File: src/sra_defines.svh
// Constants for the setpoint relay alarm logic: limits, reset values and timing.
`ifndef SRA_DEFINES_SVH
`define SRA_DEFINES_SVH

// ****************************************************************
// Value limits
// ****************************************************************
`define SRA_SP_MAX 16'h270f
`define SRA_SP_MIN 16'hf831
`define SRA_DELAY_MAX 16'h270f
`define SRA_DELAY_MIN 16'h0000

// ****************************************************************
// Reset values
// ****************************************************************
`define SRA_SP_RESET 16'h270f
`define SRA_DELAY_RESET 14'h0000
`define SRA_HYS_RESET 4'h0
`define SRA_SENSE_RESET 4'hf
`define SRA_PUMP_RESET 1'b0

// ****************************************************************
// Timing, hysteresis band and last sense digit
// ****************************************************************
`define SRA_TICK_MS 1000
`define SRA_CLK_KHZ 200000
`define SRA_TICK_CYCLES (`SRA_TICK_MS * `SRA_CLK_KHZ)
`define SRA_BAND_HOLD_SELECT_BAND 16'h0002
`define SRA_LAST_DIGIT 2'h3

`endif

File: src/sra_pkg.sv
// Types shared by the setpoint relay alarm logic.
`default_nettype none
package sra_pkg;

   // ****************************************************************
   // Menu steps
   // ****************************************************************
   typedef enum logic [13:0] {
      SRA_IDLE  = 14'h0001,
      SRA_LVL1  = 14'h0002,
      SRA_MAKE  = 14'h0004,
      SRA_BRK   = 14'h0008,
      SRA_HYS1  = 14'h0010,
      SRA_PUMP  = 14'h0020,
      SRA_LVL2  = 14'h0040,
      SRA_HYS2  = 14'h0080,
      SRA_LVL3  = 14'h0100,
      SRA_HYS3  = 14'h0200,
      SRA_LVL4  = 14'h0400,
      SRA_HYS4  = 14'h0800,
      SRA_SENSE = 14'h1000,
      SRA_SPARE = 14'h2000
   } sra_menu_t;

   // ****************************************************************
   // Configuration set
   // ****************************************************************
   typedef struct packed {
      logic [3:0][15:0] setpoint;
      logic [13:0] make_delay;
      logic [13:0] break_delay;
      logic [3:0] band_hold_select;
      logic fill_drain_band_mode;
      logic [3:0] relay_sense_pattern;
   } sra_cfg_t;

endpackage
`default_nettype wire

File: src/sra_setpoint_relay_alarm_logic.sv
// Four-setpoint alarm comparison, first-relay timers and pump band, with the setup menu.
`timescale 1ns/1ps
`default_nettype none
`include "sra_defines.svh"

module sra_setpoint_relay_alarm_logic
   import sra_pkg::*;
#(
   parameter int unsigned TICK_CYCLES = `SRA_TICK_CYCLES,
   parameter logic [15:0] BAND_HOLD_SELECT_BAND = `SRA_BAND_HOLD_SELECT_BAND
) (
   input wire logic clock_i,
   input wire logic reset_n_i,
   input wire logic signed [15:0] reading_i,
   input wire logic key_prog_i,
   input wire logic key_up_i,
   input wire logic key_down_i,
   input wire logic lockout_i,
   output logic [3:0] relay_o,
   output logic [3:0] annunciator_o,
   output sra_menu_t menu_step_o,
   output logic [1:0] sense_digit_o,
   output sra_cfg_t cfg_o
);

   localparam int TW = $clog2(TICK_CYCLES + 1);
   localparam logic [TW-1:0] TICK_LAST = TW'(TICK_CYCLES - 1);

   sra_menu_t st_r, st_nxt;
   logic [1:0] dig_r, dig_nxt;
   sra_cfg_t cfg_r, cfg_nxt;
   logic [3:0] cmp_r, cmp_nxt;
   logic band_r, band_nxt;
   logic [TW-1:0] tick_r, tick_nxt;
   logic [13:0] sec_r, sec_nxt;
   logic [3:0] relay_r, relay_nxt;
   logic pump_act;
   logic cond1;
   logic edit;

   // Saturating one-count step used by every numeric menu entry.
   function automatic logic [15:0] step_val(input logic [15:0] v, input logic up,
                                            input logic [15:0] lo, input logic [15:0] hi);
      logic [15:0] r;
      r = v;
      if (up && ($signed(v) < $signed(hi))) begin
         r = v + 16'h0001;
      end else if (!up && ($signed(v) > $signed(lo))) begin
         r = v - 16'h0001;
      end
      return r;
   endfunction

   // ****************************************************************
   // Setup menu
   // ****************************************************************
   // Lockout only blocks edits; stepping through the menu stays possible for viewing.
   assign edit = (key_up_i ^ key_down_i) && !lockout_i;

   always_comb begin
      st_nxt = st_r;
      dig_nxt = dig_r;
      cfg_nxt = cfg_r;
      if (st_r == SRA_IDLE) begin
         if (key_prog_i && key_up_i) begin
            st_nxt = SRA_LVL1;
         end
      end else if (key_prog_i) begin
         case (st_r)
            SRA_LVL1: st_nxt = SRA_MAKE;
            SRA_MAKE: st_nxt = SRA_BRK;
            SRA_BRK: st_nxt = SRA_HYS1;
            SRA_HYS1: st_nxt = SRA_PUMP;
            SRA_PUMP: st_nxt = SRA_LVL2;
            SRA_LVL2: st_nxt = SRA_HYS2;
            SRA_HYS2: st_nxt = SRA_LVL3;
            SRA_LVL3: st_nxt = SRA_HYS3;
            SRA_HYS3: st_nxt = SRA_LVL4;
            SRA_LVL4: st_nxt = SRA_HYS4;
            SRA_HYS4: st_nxt = SRA_SENSE;
            SRA_SENSE: begin
               if (dig_r == `SRA_LAST_DIGIT) begin
                  st_nxt = SRA_IDLE;
                  dig_nxt = 2'h0;
               end else begin
                  dig_nxt = dig_r + 2'h1;
               end
            end
            default: st_nxt = SRA_IDLE;
         endcase
      end else if (edit) begin
         case (st_r)
            SRA_LVL1: cfg_nxt.setpoint[0] = step_val(cfg_r.setpoint[0], key_up_i,
                                                    `SRA_SP_MIN, `SRA_SP_MAX);
            SRA_LVL2: cfg_nxt.setpoint[1] = step_val(cfg_r.setpoint[1], key_up_i,
                                                    `SRA_SP_MIN, `SRA_SP_MAX);
            SRA_LVL3: cfg_nxt.setpoint[2] = step_val(cfg_r.setpoint[2], key_up_i,
                                                    `SRA_SP_MIN, `SRA_SP_MAX);
            SRA_LVL4: cfg_nxt.setpoint[3] = step_val(cfg_r.setpoint[3], key_up_i,
                                                    `SRA_SP_MIN, `SRA_SP_MAX);
            SRA_MAKE: cfg_nxt.make_delay = 14'(step_val({2'h0, cfg_r.make_delay}, key_up_i,
                                                        `SRA_DELAY_MIN, `SRA_DELAY_MAX));
            SRA_BRK: cfg_nxt.break_delay = 14'(step_val({2'h0, cfg_r.break_delay}, key_up_i,
                                                        `SRA_DELAY_MIN, `SRA_DELAY_MAX));
            SRA_HYS1: cfg_nxt.band_hold_select[0] = key_up_i;
            SRA_HYS2: cfg_nxt.band_hold_select[1] = key_up_i;
            SRA_HYS3: cfg_nxt.band_hold_select[2] = key_up_i;
            SRA_HYS4: cfg_nxt.band_hold_select[3] = key_up_i;
            SRA_PUMP: cfg_nxt.fill_drain_band_mode = key_up_i;
            SRA_SENSE: cfg_nxt.relay_sense_pattern[dig_r] = key_up_i;
            default: cfg_nxt = cfg_r;
         endcase
      end
   end

   always_ff @(posedge clock_i or negedge reset_n_i) begin
      if (!reset_n_i) begin
         st_r <= SRA_IDLE;
         dig_r <= 2'h0;
         cfg_r.setpoint <= {4{`SRA_SP_RESET}};
         cfg_r.make_delay <= `SRA_DELAY_RESET;
         cfg_r.break_delay <= `SRA_DELAY_RESET;
         cfg_r.band_hold_select <= `SRA_HYS_RESET;
         cfg_r.fill_drain_band_mode <= `SRA_PUMP_RESET;
         cfg_r.relay_sense_pattern <= `SRA_SENSE_RESET;
      end else begin
         st_r <= st_nxt;
         dig_r <= dig_nxt;
         cfg_r <= cfg_nxt;
      end
   end

   // ****************************************************************
   // Comparators
   // ****************************************************************
   // With hysteresis on, an active alarm only drops once the reading is a band past the
   // setpoint, which stops relay chatter on a noisy reading near the threshold.
   for (genvar g = 0; g < 4; g++) begin : g_cmp
      logic signed [16:0] sp;
      logic signed [16:0] rd;
      logic signed [16:0] bd;
      assign sp = 17'($signed(cfg_r.setpoint[g]));
      assign rd = 17'(reading_i);
      assign bd = (cfg_r.band_hold_select[g] && cmp_r[g]) ? 17'(BAND_HOLD_SELECT_BAND) : 17'h00000;
      always_comb begin
         if (cfg_r.relay_sense_pattern[g]) begin
            cmp_nxt[g] = rd > (sp - bd);
         end else begin
            cmp_nxt[g] = rd < (sp + bd);
         end
      end
   end

   // Pump band latch for the first relay.
   assign pump_act = cfg_r.fill_drain_band_mode &&
                     ($signed(cfg_r.setpoint[1]) > $signed(cfg_r.setpoint[0]));

   always_comb begin
      band_nxt = band_r;
      if (!cfg_r.relay_sense_pattern[0]) begin
         if (reading_i < $signed(cfg_r.setpoint[0])) begin
            band_nxt = 1'b1;
         end else if (reading_i >= $signed(cfg_r.setpoint[1])) begin
            band_nxt = 1'b0;
         end
      end else begin
         if (reading_i > $signed(cfg_r.setpoint[1])) begin
            band_nxt = 1'b1;
         end else if (reading_i <= $signed(cfg_r.setpoint[0])) begin
            band_nxt = 1'b0;
         end
      end
   end

   always_ff @(posedge clock_i or negedge reset_n_i) begin
      if (!reset_n_i) begin
         cmp_r <= 4'h0;
         band_r <= 1'b0;
      end else begin
         cmp_r <= cmp_nxt;
         band_r <= band_nxt;
      end
   end

   // ****************************************************************
   // First relay timers and relay outputs
   // ****************************************************************
   assign cond1 = pump_act ? band_r : cmp_r[0];

   // The tick counter restarts with the timer, so a delay of N seconds is exact rather
   // than up to one second short.
   always_comb begin
      tick_nxt = tick_r;
      sec_nxt = sec_r;
      relay_nxt = {cmp_r[3:1], relay_r[0]};
      if (cond1 == relay_r[0]) begin
         tick_nxt = '0;
         sec_nxt = 14'h0000;
      end else if (sec_r >= (cond1 ? cfg_r.make_delay : cfg_r.break_delay)) begin
         relay_nxt[0] = cond1;
         tick_nxt = '0;
         sec_nxt = 14'h0000;
      end else if (tick_r == TICK_LAST) begin
         tick_nxt = '0;
         sec_nxt = sec_r + 14'h0001;
      end else begin
         tick_nxt = tick_r + TW'(1);
      end
   end

   always_ff @(posedge clock_i or negedge reset_n_i) begin
      if (!reset_n_i) begin
         tick_r <= '0;
         sec_r <= 14'h0000;
         relay_r <= 4'h0;
      end else begin
         tick_r <= tick_nxt;
         sec_r <= sec_nxt;
         relay_r <= relay_nxt;
      end
   end

   assign relay_o = relay_r;
   assign annunciator_o = relay_r;
   assign menu_step_o = st_r;
   assign sense_digit_o = dig_r;
   assign cfg_o = cfg_r;

   // ****************************************************************
   // Assertions
   // ****************************************************************
   property p_direct_relay;
      @(posedge clock_i) disable iff (!reset_n_i)
      (!cfg_r.band_hold_select[2] && $stable(cfg_r) &&
       (cfg_r.relay_sense_pattern[2] ? (reading_i > $signed(cfg_r.setpoint[2])) :
        (reading_i < $signed(cfg_r.setpoint[2]))))
      |=> ##1 relay_o[2];
   endproperty
   a_direct_relay: assert property (p_direct_relay) else $error("third relay late");

   property p_low_sense;
      @(posedge clock_i) disable iff (!reset_n_i)
      (!cfg_r.relay_sense_pattern[1] && (reading_i < $signed(cfg_r.setpoint[1])))
      |=> cmp_r[1];
   endproperty
   a_low_sense: assert property (p_low_sense) else $error("low sense missed");

   property p_make;
      @(posedge clock_i) disable iff (!reset_n_i)
      $rose(relay_o[0]) |-> $past(cond1) && ($past(sec_r) >= $past(cfg_r.make_delay));
   endproperty
   a_make: assert property (p_make) else $error("relay one made early");

   property p_break;
      @(posedge clock_i) disable iff (!reset_n_i)
      $fell(relay_o[0]) |-> !$past(cond1) && ($past(sec_r) >= $past(cfg_r.break_delay));
   endproperty
   a_break: assert property (p_break) else $error("relay one broke early");

   property p_restart;
      @(posedge clock_i) disable iff (!reset_n_i)
      (cond1 == relay_r[0]) |=> (sec_r == 14'h0000) && (tick_r == '0);
   endproperty
   a_restart: assert property (p_restart) else $error("timer not restarted");

   property p_enter;
      @(posedge clock_i) disable iff (!reset_n_i)
      (st_r == SRA_IDLE && key_prog_i && key_up_i) |=> (st_r == SRA_LVL1) ##1 $stable(cfg_r);
   endproperty
   a_enter: assert property (p_enter) else $error("menu did not open");

   property p_order;
      @(posedge clock_i) disable iff (!reset_n_i)
      (st_r == SRA_BRK && key_prog_i) |=> (st_r == SRA_HYS1);
   endproperty
   a_order: assert property (p_order) else $error("menu order broken");

   property p_lock;
      @(posedge clock_i) disable iff (!reset_n_i)
      lockout_i |=> $stable(cfg_r);
   endproperty
   a_lock: assert property (p_lock) else $error("edit under lockout");

   property p_fill;
      @(posedge clock_i) disable iff (!reset_n_i)
      (pump_act && !cfg_r.relay_sense_pattern[0] && (reading_i < $signed(cfg_r.setpoint[0])))
      |=> band_r;
   endproperty
   a_fill: assert property (p_fill) else $error("fill band not set");

   property p_empty;
      @(posedge clock_i) disable iff (!reset_n_i)
      (pump_act && cfg_r.relay_sense_pattern[0] && (reading_i <= $signed(cfg_r.setpoint[0])))
      |=> !band_r;
   endproperty
   a_empty: assert property (p_empty) else $error("empty band not cleared");

   property p_plain;
      @(posedge clock_i) disable iff (!reset_n_i)
      (!pump_act && (cfg_r.make_delay == 14'h0000) && (cfg_r.break_delay == 14'h0000))
      |=> (relay_o[0] == $past(cmp_r[0]));
   endproperty
   a_plain: assert property (p_plain) else $error("relay one off its comparison");

   c_make: cover property (@(posedge clock_i) disable iff (!reset_n_i) $rose(relay_o[0]));
   c_break: cover property (@(posedge clock_i) disable iff (!reset_n_i) $fell(relay_o[0]));
   c_pump: cover property (@(posedge clock_i) disable iff (!reset_n_i) pump_act && band_r);
   c_done: cover property (@(posedge clock_i) disable iff (!reset_n_i)
                           st_r == SRA_SENSE ##1 st_r == SRA_IDLE);

endmodule // sra_setpoint_relay_alarm_logic
`default_nettype wire

File: config.mk
export PLATFORM = sky130hd
export DESIGN_NAME = sra_setpoint_relay_alarm_logic
export DESIGN_NICKNAME = d
export VERILOG_FILES = /design/src/sra_pkg.sv /design/src/sra_setpoint_relay_alarm_logic.sv
export VERILOG_INCLUDE_DIRS = /design/src
export SDC_FILE = /design/constraint.sdc
export NUM_CORES = 1
export LEC_CHECK = 0
export CAP_MARGIN = 20
export CORE_MARGIN = 5
export CORE_UTILIZATION = 64
export DETAILED_ROUTE_END_ITERATION = 10
export DONT_BUFFER_PORTS = 1
export PLACE_DENSITY = 0.8
export SKIP_CTS_REPAIR_TIMING = 1
export SYNTH_ARGS = -nofsm -noshare
export SYNTH_HDL_FRONTEND = slang
export SYNTH_SLANG_ARGS = --single-unit
File: constraint.sdc
create_clock -name clock_i -period 7.19 [get_ports clock_i]
set_input_delay 2.157 -clock clock_i [delete_from_list [all_inputs] [get_ports clock_i]]
set_output_delay 2.157 -clock clock_i [all_outputs]
set_load 0.005 [all_outputs]
==> results of run 1 <==
[worst paths after layout]
check	startpoint	end	depth (start not counted)
min in group asynchronous	reset_n_i	tick_r[7]$_DFF_PN0_	0
max in group asynchronous	reset_n_i	cfg_o[66]$_DFFE_PN1P_	0
max	cfg_o[42]$_DFFE_PN0P_	annunciator_o[0]$_DFFE_PN0P_	20
min	cmp_r[2]$_DFF_PN0_	annunciator_o[2]$_DFF_PN0_	0
min reg2reg	cmp_r[2]$_DFF_PN0_	annunciator_o[2]$_DFF_PN0_	0
max reg2reg	cfg_o[42]$_DFFE_PN0P_	annunciator_o[0]$_DFFE_PN0P_	20
[registers in the layout, indices dropped and copies added (netlist names)]
name,flops
annunciator_o,4
tick_r,28
menu_step_o,13
cfg_o,101
cmp_r,4
band_r,1
sense_digit_o,2
sec_r,14
[per-stage QoR]
stage | util | total power [mW] | cells
floorplan | - | 2.77 | 2024
global placement | 0.655 | 3.11 | 2292
detailed placement | 0.655 | 3.20 | 2292
CTS | 0.677 | 4.17 | 2324
global route | 0.678 | 4.49 | 2326
finish | 0.678 | 4.18 | 2326
[placed cells by master (no fill, tap or decap), drive strengths merged, types with 9 or more instances in the layout]
cell,instances
o21ai,135
o211ai,23
nand3,82
xor2,85
nand4,51
clkbuf,17
nor2b,26
inv,83
dfrtp,130
dfstp,37
nor3,84
nand2b,17
o31ai,16
clkinv,9
and2,13
mux2,35
a31oi,18
mux2i,18
or3,11
nor2,127
xnor2,149
a211oi,17
a21o,37
ha,294
o21a,38
a21oi,104
nand2,156
nor4,43
and3,22
[power by group through the flow]
stage	logic, mW	registers [mW]	clock network, mW
floorplan	1.53	1.24	0
global placement	1.74	1.38	0
detailed placement	1.82	1.38	0
CTS	1.84	1.36	0.968
global route	2.09	1.40	1.01
finish	1.86	1.37	0.959
[layout make-up]
| cell class | count | share of cell area |
|---|---|---|
| multi-input combinational | 1700 | 0.692 |
| sequential | 167 | 0.232 |
| clock inverter | 15 | 0.00982 |
| antenna | 1 | 0.000137 |
| inverter | 77 | 0.0159 |
| timing repair buffer | 8 | 0.00371 |
| clock buffer | 17 | 0.0234 |
| tap | 341 | 0.0234 |
[layer usage]
metal,wire length [µm],share of wire
met1,18900,0.41
met2,21600,0.47
met3,3360,0.073
met4,2130,0.046
met5,0,0
[worst reg2reg max path, cell delays in order (launching register included)]
cell	delay, ps
dfrtp_1	490
clkinv_1	280
ha_1	380
a21o_1	180
a21oi_1	130
nor2b_1	60
o31ai_1	360
o2111a_1	270
or3_1	110
a22o_1	760
mux2_2	430
ha_1	260
nand2b_1	90
a21o_1	100
a21oi_1	60
o21ai_0	160
a21oi_1	90
o31a_1	310
o21ai_2	600
buf_4	410
a21oi_1	110
[logic make-up after synthesis]
group / synth area share
buf+inv: 0.0355
compound gates: 0.157
other cells: 0.000215
simple gates: 0.196
flops: 0.243
fa+ha+maj: 0.218
xor+xnor: 0.118
mux: 0.0330
==> metrics.md, run 1 <==
| Metric | Value |
|---|---|
| Initial DRC Count | `1022` |
| Core area | `roughly 27000 µm²` |
| Crit path buf inv count | `2` |
| GRT overflow | `0` |
| Post-Syn Area | `around 17000 µm²` |
| Post-Syn Instances | `slightly above 2k` |
| Unrepaired setup endpoints after global routing | `no` |
| Drt via density | `6.52` |
| Drt pass-1 iters | `5` |
| Most frequent cells after synthesis | `294 x ha_1, 156 x nand2_1, 149 x xnor2_1` |
| Starting Density | `0.648` |
| Crit path top cell by count | `a21oi_1` |
| Final ANT Viol Nets | `0` |
| Vias | `about 15k` |
| TritonCTS buffer count | `17` |
| Clock Latency Late Sink | `about 450 ps` |
| Post-DP HPWL | `around 34000 µm` |
| CTS tree | `done` |
| Area of the multi-input gates | `12600 µm²` |
| Clk network pwr share | `0.229` |
| Grt met1 use | `0.361` |
| Layout cells sized above 1 | `0.0670` |
| Startpoint types | `register` |
| Final hold vios | `0` |
| Comb power frac | `0.443` |
| Synth cell types | `79` |
| Max Fclk | `approximately 170 MHz` |
| Worst Tran Pin Value | `~1000 ps` |
| Number of global-route vias before repair | `between 15k and 20k` |
| Post-Syn Nets | `2346` |
| Final worst slack | `1390 ps` |
| Clock buffer depth | `2` |
| Static Leak | `7.82 nW` |
| Clock Sink Count | `167` |
| Cell Rows | `60` |
| GRT Overall Usage | `0.297` |
| Seq/Total Area, Yosys | `0.243` |
| # setup viols final | `0` |
| Worst path cell trace | `clkinv_1 > ha_1 > a21o_1 > a21oi_1 > nor2b_1 > o31ai_1 > o2111a_1 > or3_1 > a22o_1 > mux2_2 > ha_1 > nand2b_1 > a21o_1 > a21oi_1 > o21ai_0 > a21oi_1 > o31a_1 > o21ai_2 > buf_4 > a21oi_1` |
| Setup tns final | `0 ps` |
| Commonest register cell after synthesis | `dfrtp_1` |
| Area Overhead vs Synth | `4.56%` |
| Hold Crit Class | `register to register` |
| CP required | `7480 ps` |
| Cell taking the most area after synthesis | `ha_1` |
| Setup slack, reg-to-reg | `about 1400 ps` |
| Worst Path Arrival | `6090 ps` |
| IO buf count | `0` |
| Area after DPL | `17600 µm²` |
| Most frequent cell after synthesis | `ha_1` |
| Dominant delay contributor by cell family on the critical path | `compound AO/OA/AOI/OAI gates` |
| DP Worst Slack | `about 1500 ps` |
| Die Y | `between 150 and 200 µm` |
| Design area | `between 15000 and 20000 µm²` |
| Switch share | `0.437` |
| Int Power | `between 2 and 2.5 mW` |
| Routed wire length | `between 40000 and 50000 µm` |
| Critical Path Fanout Max | `27` |
| Clock skew | `about 15 ps` |
| Pwr Density | `230 nW/µm²` |
| EDFF count, synth | `0` |
| Avg WL per Cell | `slightly below 20 µm` |
| Post-route DRC | `0` |
| Max incr delay on CP | `approximately 760 ps` |
| Number of fill cells | `roughly 2.1k` |
| Nets | `approximately 2.3k` |
| GR peak layer | `met2` |
| Maxcap violations | `0` |
| Worst setup EP type | `register` |
| Pin count of the biggest net entering global routing | `around 170` |
| Yosys warnings | `0` |
| Initial antenna violation count | `1` |
| Register share of total power | `0.327` |
| GRT met2 Usage | `0.501` |
| Syn Area/Cell | `8.61 µm²` |
| VDD IR max | `about 0.19 mV` |
| Die outline width | `175 µm` |
| Met3 usage | `0.0666` |
| Routability cong. | `between 0.9 and 1` |
| Fin Hold WS | `378 ps` |
| Relative slew margins | `0.339` |
| Tcrit/Tclk final | `0.807` |
| I/O Pins | `147` |
| Net switching power | `between 1.5 and 2 mW` |
| Final slew viol count | `0` |
| Die Area | `roughly 31000 µm²` |
| Async set-reset flop share out of synthesis | `1.00` |
| Clk slew on worst S/H paths | `80 ps` |
| WS Path Type | `register to register` |
| Synth top area share | `0.211` |
| Critical-path top delay cell | `a22o_1` |
| CTS root buf | `clkbuf_16` |
| Global-route wire length before repair | `around 75000 µm` |
| H-tree Lvls | `4` |
| Seq. cell area | `approximately 4200 µm²` |
| Outcome | `complete, no violations` |
| Area contributors post-synth | `ha_1 21%, dfrtp_1 19%, xnor2_1 7.5%` |
| Synthesis-stage register bit count | `around 170` |
| Min cycle time layout | `between 5000 and 6000 ps` |
Note: power is estimated with default switching activity, not from simulation.
==> run 2, diff against run 1 <==
- CORE_UTILIZATION: 64 -> 60
- PLACE_DENSITY: 0.8 -> 0.79
- clock period: 7.19 -> 4.7 ns (I/O delays scaled with it)
==> run 2 against run 1 <==
  * Flip-flop and latch count did not move
  * Largest power group unchanged
  * Clock-buffer cell count grew 2
  * Cell count is 3.5% higher
  * Via count is 3.1% higher
  * Total power is 61% higher
  * Setup slack got worse by 1300 ps
  * First-iteration DRC count increased by 26%
  * Critical path type unchanged
==> metrics.md, run 2 (synthesis gave the netlist of run 1 again) <==
| Metric | Value |
|---|---|
| Outcome | `complete, no violations (unchanged)` |
| Final worst slack | `109 ps (was 1390 ps)` |
| Commonest cells after routing, fill and taps aside | `294 x ha_1, 156 x nand2_1, 149 x xnor2_1, 130 x dfrtp_1, 127 x nor2_1 (unchanged)` |
| Clock skew | `15.0 ps (was 14.6 ps)` |
| Hold path endpoint | `annunciator_o[2]$_DFF_PN0_ (unchanged)` |
| Pwr Density | `360 nW/µm² (was 230 nW/µm²)` |
| Origin of the critical flop-to-flop path | `cfg_o[38]$_DFFE_PN1P_ (was cfg_o[42]$_DFFE_PN0P_)` |
| Worst Path Arrival | `4930 ps (was 6090 ps)` |
| Final slew viol count | `0 (unchanged)` |
| Setup tns final | `0 ps (unchanged)` |
| Vias | `15.6k (was 15.2k)` |
| Tcrit/Tclk final | `0.977 (was 0.807)` |
| Dominant delay contributor by cell family on the critical path | `compound AO/OA/AOI/OAI gates (unchanged)` |
| Min cycle time layout | `4590 ps (was 5800 ps)` |
| IO buf count | `0 (unchanged)` |
| CTS root buf | `clkbuf_16 (unchanged)` |
| Startpoint types | `register (unchanged)` |
| Hold path depth | `0 (unchanged)` |
| DP Worst Slack | `122 ps (was 1480 ps)` |
| VDD IR max | `0.292 mV (was 0.193 mV)` |
| Avg WL per Cell | `20.4 µm (was 19.8 µm)` |
| Post-route DRC | `0 (unchanged)` |
| Post-DP HPWL | `36000 µm (was 34500 µm)` |
| Number of global-route vias before repair | `15.5k (was 15.0k)` |
| Hold wc startpoint | `cmp_r[2]$_DFF_PN0_ (unchanged)` |
| Die Y | `180 µm (was 175 µm)` |
| Clock Sink Count | `167 (unchanged)` |
| Critical-path top delay cell | `dfstp_2 (was a22o_1)` |
| Global-route wire length before repair | `78700 µm (was 75400 µm)` |
| WS Path Type | `register to register (unchanged)` |
| Design area | `18700 µm² (was 18200 µm²)` |
| Worst setup EP type | `register (unchanged)` |
| Reg-to-Reg End | `tick_r[27]$_DFF_PN0_ (was annunciator_o[0]$_DFFE_PN0P_)` |
| GRT overflow | `0 (unchanged)` |
| CP required | `5040 ps (was 7480 ps)` |
| Critical Path Fanout Max | `22 (was 27)` |
| Final hold vios | `0 (unchanged)` |
| Die outline width | `180 µm (was 175 µm)` |
| ANT cells | `0 (was 1)` |
| Setup slack, reg-to-reg | `110 ps (was 1390 ps)` |
| Max Fclk | `218 MHz (was 172 MHz)` |
| Area after DPL | `18000 µm² (was 17600 µm²)` |
| Pin count of the biggest net entering global routing | `168 (unchanged)` |
| Clk slew on worst S/H paths | `70 ps (was 80 ps)` |
| Routability cong. | `0.983 (was 0.914)` |
| Hold Crit Class | `register to register (unchanged)` |
| GRT Overall Usage | `0.292 (was 0.297)` |
| Die Area | `32500 µm² (was 30600 µm²)` |
| Maxcap violations | `0 (unchanged)` |
| Most common cell after layout, fill and taps aside | `ha_1 (unchanged)` |
| Worst reg2reg path depth | `20 (unchanged)` |
| CTS tree | `done (unchanged)` |
| Cell Rows | `62 (was 60)` |
| TritonCTS buffer count | `17 (unchanged)` |
| # setup viols final | `0 (unchanged)` |
| Crit path buf inv count | `2 (unchanged)` |
| Worst Tran Pin Value | `1040 ps (was 985 ps)` |
| Static Leak | `8.04 nW (was 7.82 nW)` |
| Max reg flops | `101 (unchanged)` |
| Routed wire length | `49200 µm (was 46000 µm)` |
| Core area | `28700 µm² (was 26900 µm²)` |
| Starting Density | `0.607 (was 0.648)` |
| Clock Latency Late Sink | `440 ps (was 450 ps)` |
| Drt pass-1 iters | `6 (was 5)` |
| Initial DRC Count | `1291 (was 1022)` |
| Worst path cell trace | `inv_1 > ha_1 > nor2b_1 > o211ai_1 > a21oi_1 > o31ai_2 > a21oi_1 > or3_1 > a22o_4 > mux2_2 > ha_1 > nand2b_1 > a21o_1 > a21oi_1 > o21ai_0 > a21oi_1 > o31a_1 > o21ai_4 > clkbuf_16 > nor4_2 (was clkinv_1 > ha_1 > a21o_1 > a21oi_1 > nor2b_1 > o31ai_1 > o2111a_1 > or3_1 > a22o_1 > mux2_2 > ha_1 > nand2b_1 > a21o_1 > a21oi_1 > o21ai_0 > a21oi_1 > o31a_1 > o21ai_2 > buf_4 > a21oi_1)` |
| Relative slew margins | `0.309 (was 0.339)` |
| Final Util | `0.652 (was 0.678)` |
| Clock buffer depth | `2 (unchanged)` |
| Max incr delay on CP | `540 ps (was 760 ps)` |
| Tot Pwr | `6.75 mW (was 4.18 mW)` |
| I/O Pins | `147 (unchanged)` |
| Crit path top cell by count | `a21oi_1 (unchanged)` |
| Initial antenna violation count | `1 (unchanged)` |
| Drt via density | `6.49 (was 6.52)` |
| H-tree Lvls | `4 (unchanged)` |
| Layout cells sized above 1 | `0.0895 (was 0.0670)` |
| Nets | `2332 (was 2293)` |
| Final ANT Viol Nets | `0 (unchanged)` |
| Area Overhead vs Synth | `7.45% (was 4.56%)` |
-- run 2: worst max path at each step --
stage,start,endpoint,cells past startpoint
global placement,cfg_o[38]$_DFFE_PN1P_,annunciator_o[0]$_DFFE_PN0P_,21
finish,cfg_o[38]$_DFFE_PN1P_,tick_r[27]$_DFF_PN0_,20
global route,cfg_o[38]$_DFFE_PN1P_,tick_r[27]$_DFF_PN0_,20
detailed placement,cfg_o[38]$_DFFE_PN1P_,tick_r[1]$_DFF_PN0_,20
CTS,cfg_o[38]$_DFFE_PN1P_,tick_r[1]$_DFF_PN0_,20
floorplan,cfg_o[40]$_DFFE_PN1P_,annunciator_o[0]$_DFFE_PN0P_,21
-- run 2: metal layers --
metal / track usage / vias to the layer above / routed length, µm / part of all wire
li1: - / 7370 / - / -
met1: 0.360 / 7509 / 19700 / 0.40
met2: 0.475 / 595 / 22800 / 0.46
met3: 0.0900 / 152 / 4680 / 0.095
met4: 0.125 / 0 / 1990 / 0.040
met5: 0 / - / 0 / 0
-- run 2: area by class of cell --
class,instances,area [µm²]
Clock buffer,19,443
Sequential cell,167,4230
Fill cell,2335,9980
Tap cell,384,480
Clock inverter,13,183
Multi-Input combinational cell,1700,12700
Timing Repair Buffer,47,395
Inverter,77,289
-- run 2: stage by stage --
step	cells	hold WS, ps
4_1_cts	2405	375
5_1_grt	2407	390
6_report	2407	374
3_3_place_gp	2373	351
3_5_place_dp	2373	355
2_1_floorplan	2024	346
-- run 2: power by group --
group	internal (mW)	total (mW)	switching (mW)	leakage (nW)
logic	1.40	3.24	1.84	5.59
registers	1.64	1.98	0.343	2.15
clock network	0.869	1.52	0.652	0.301
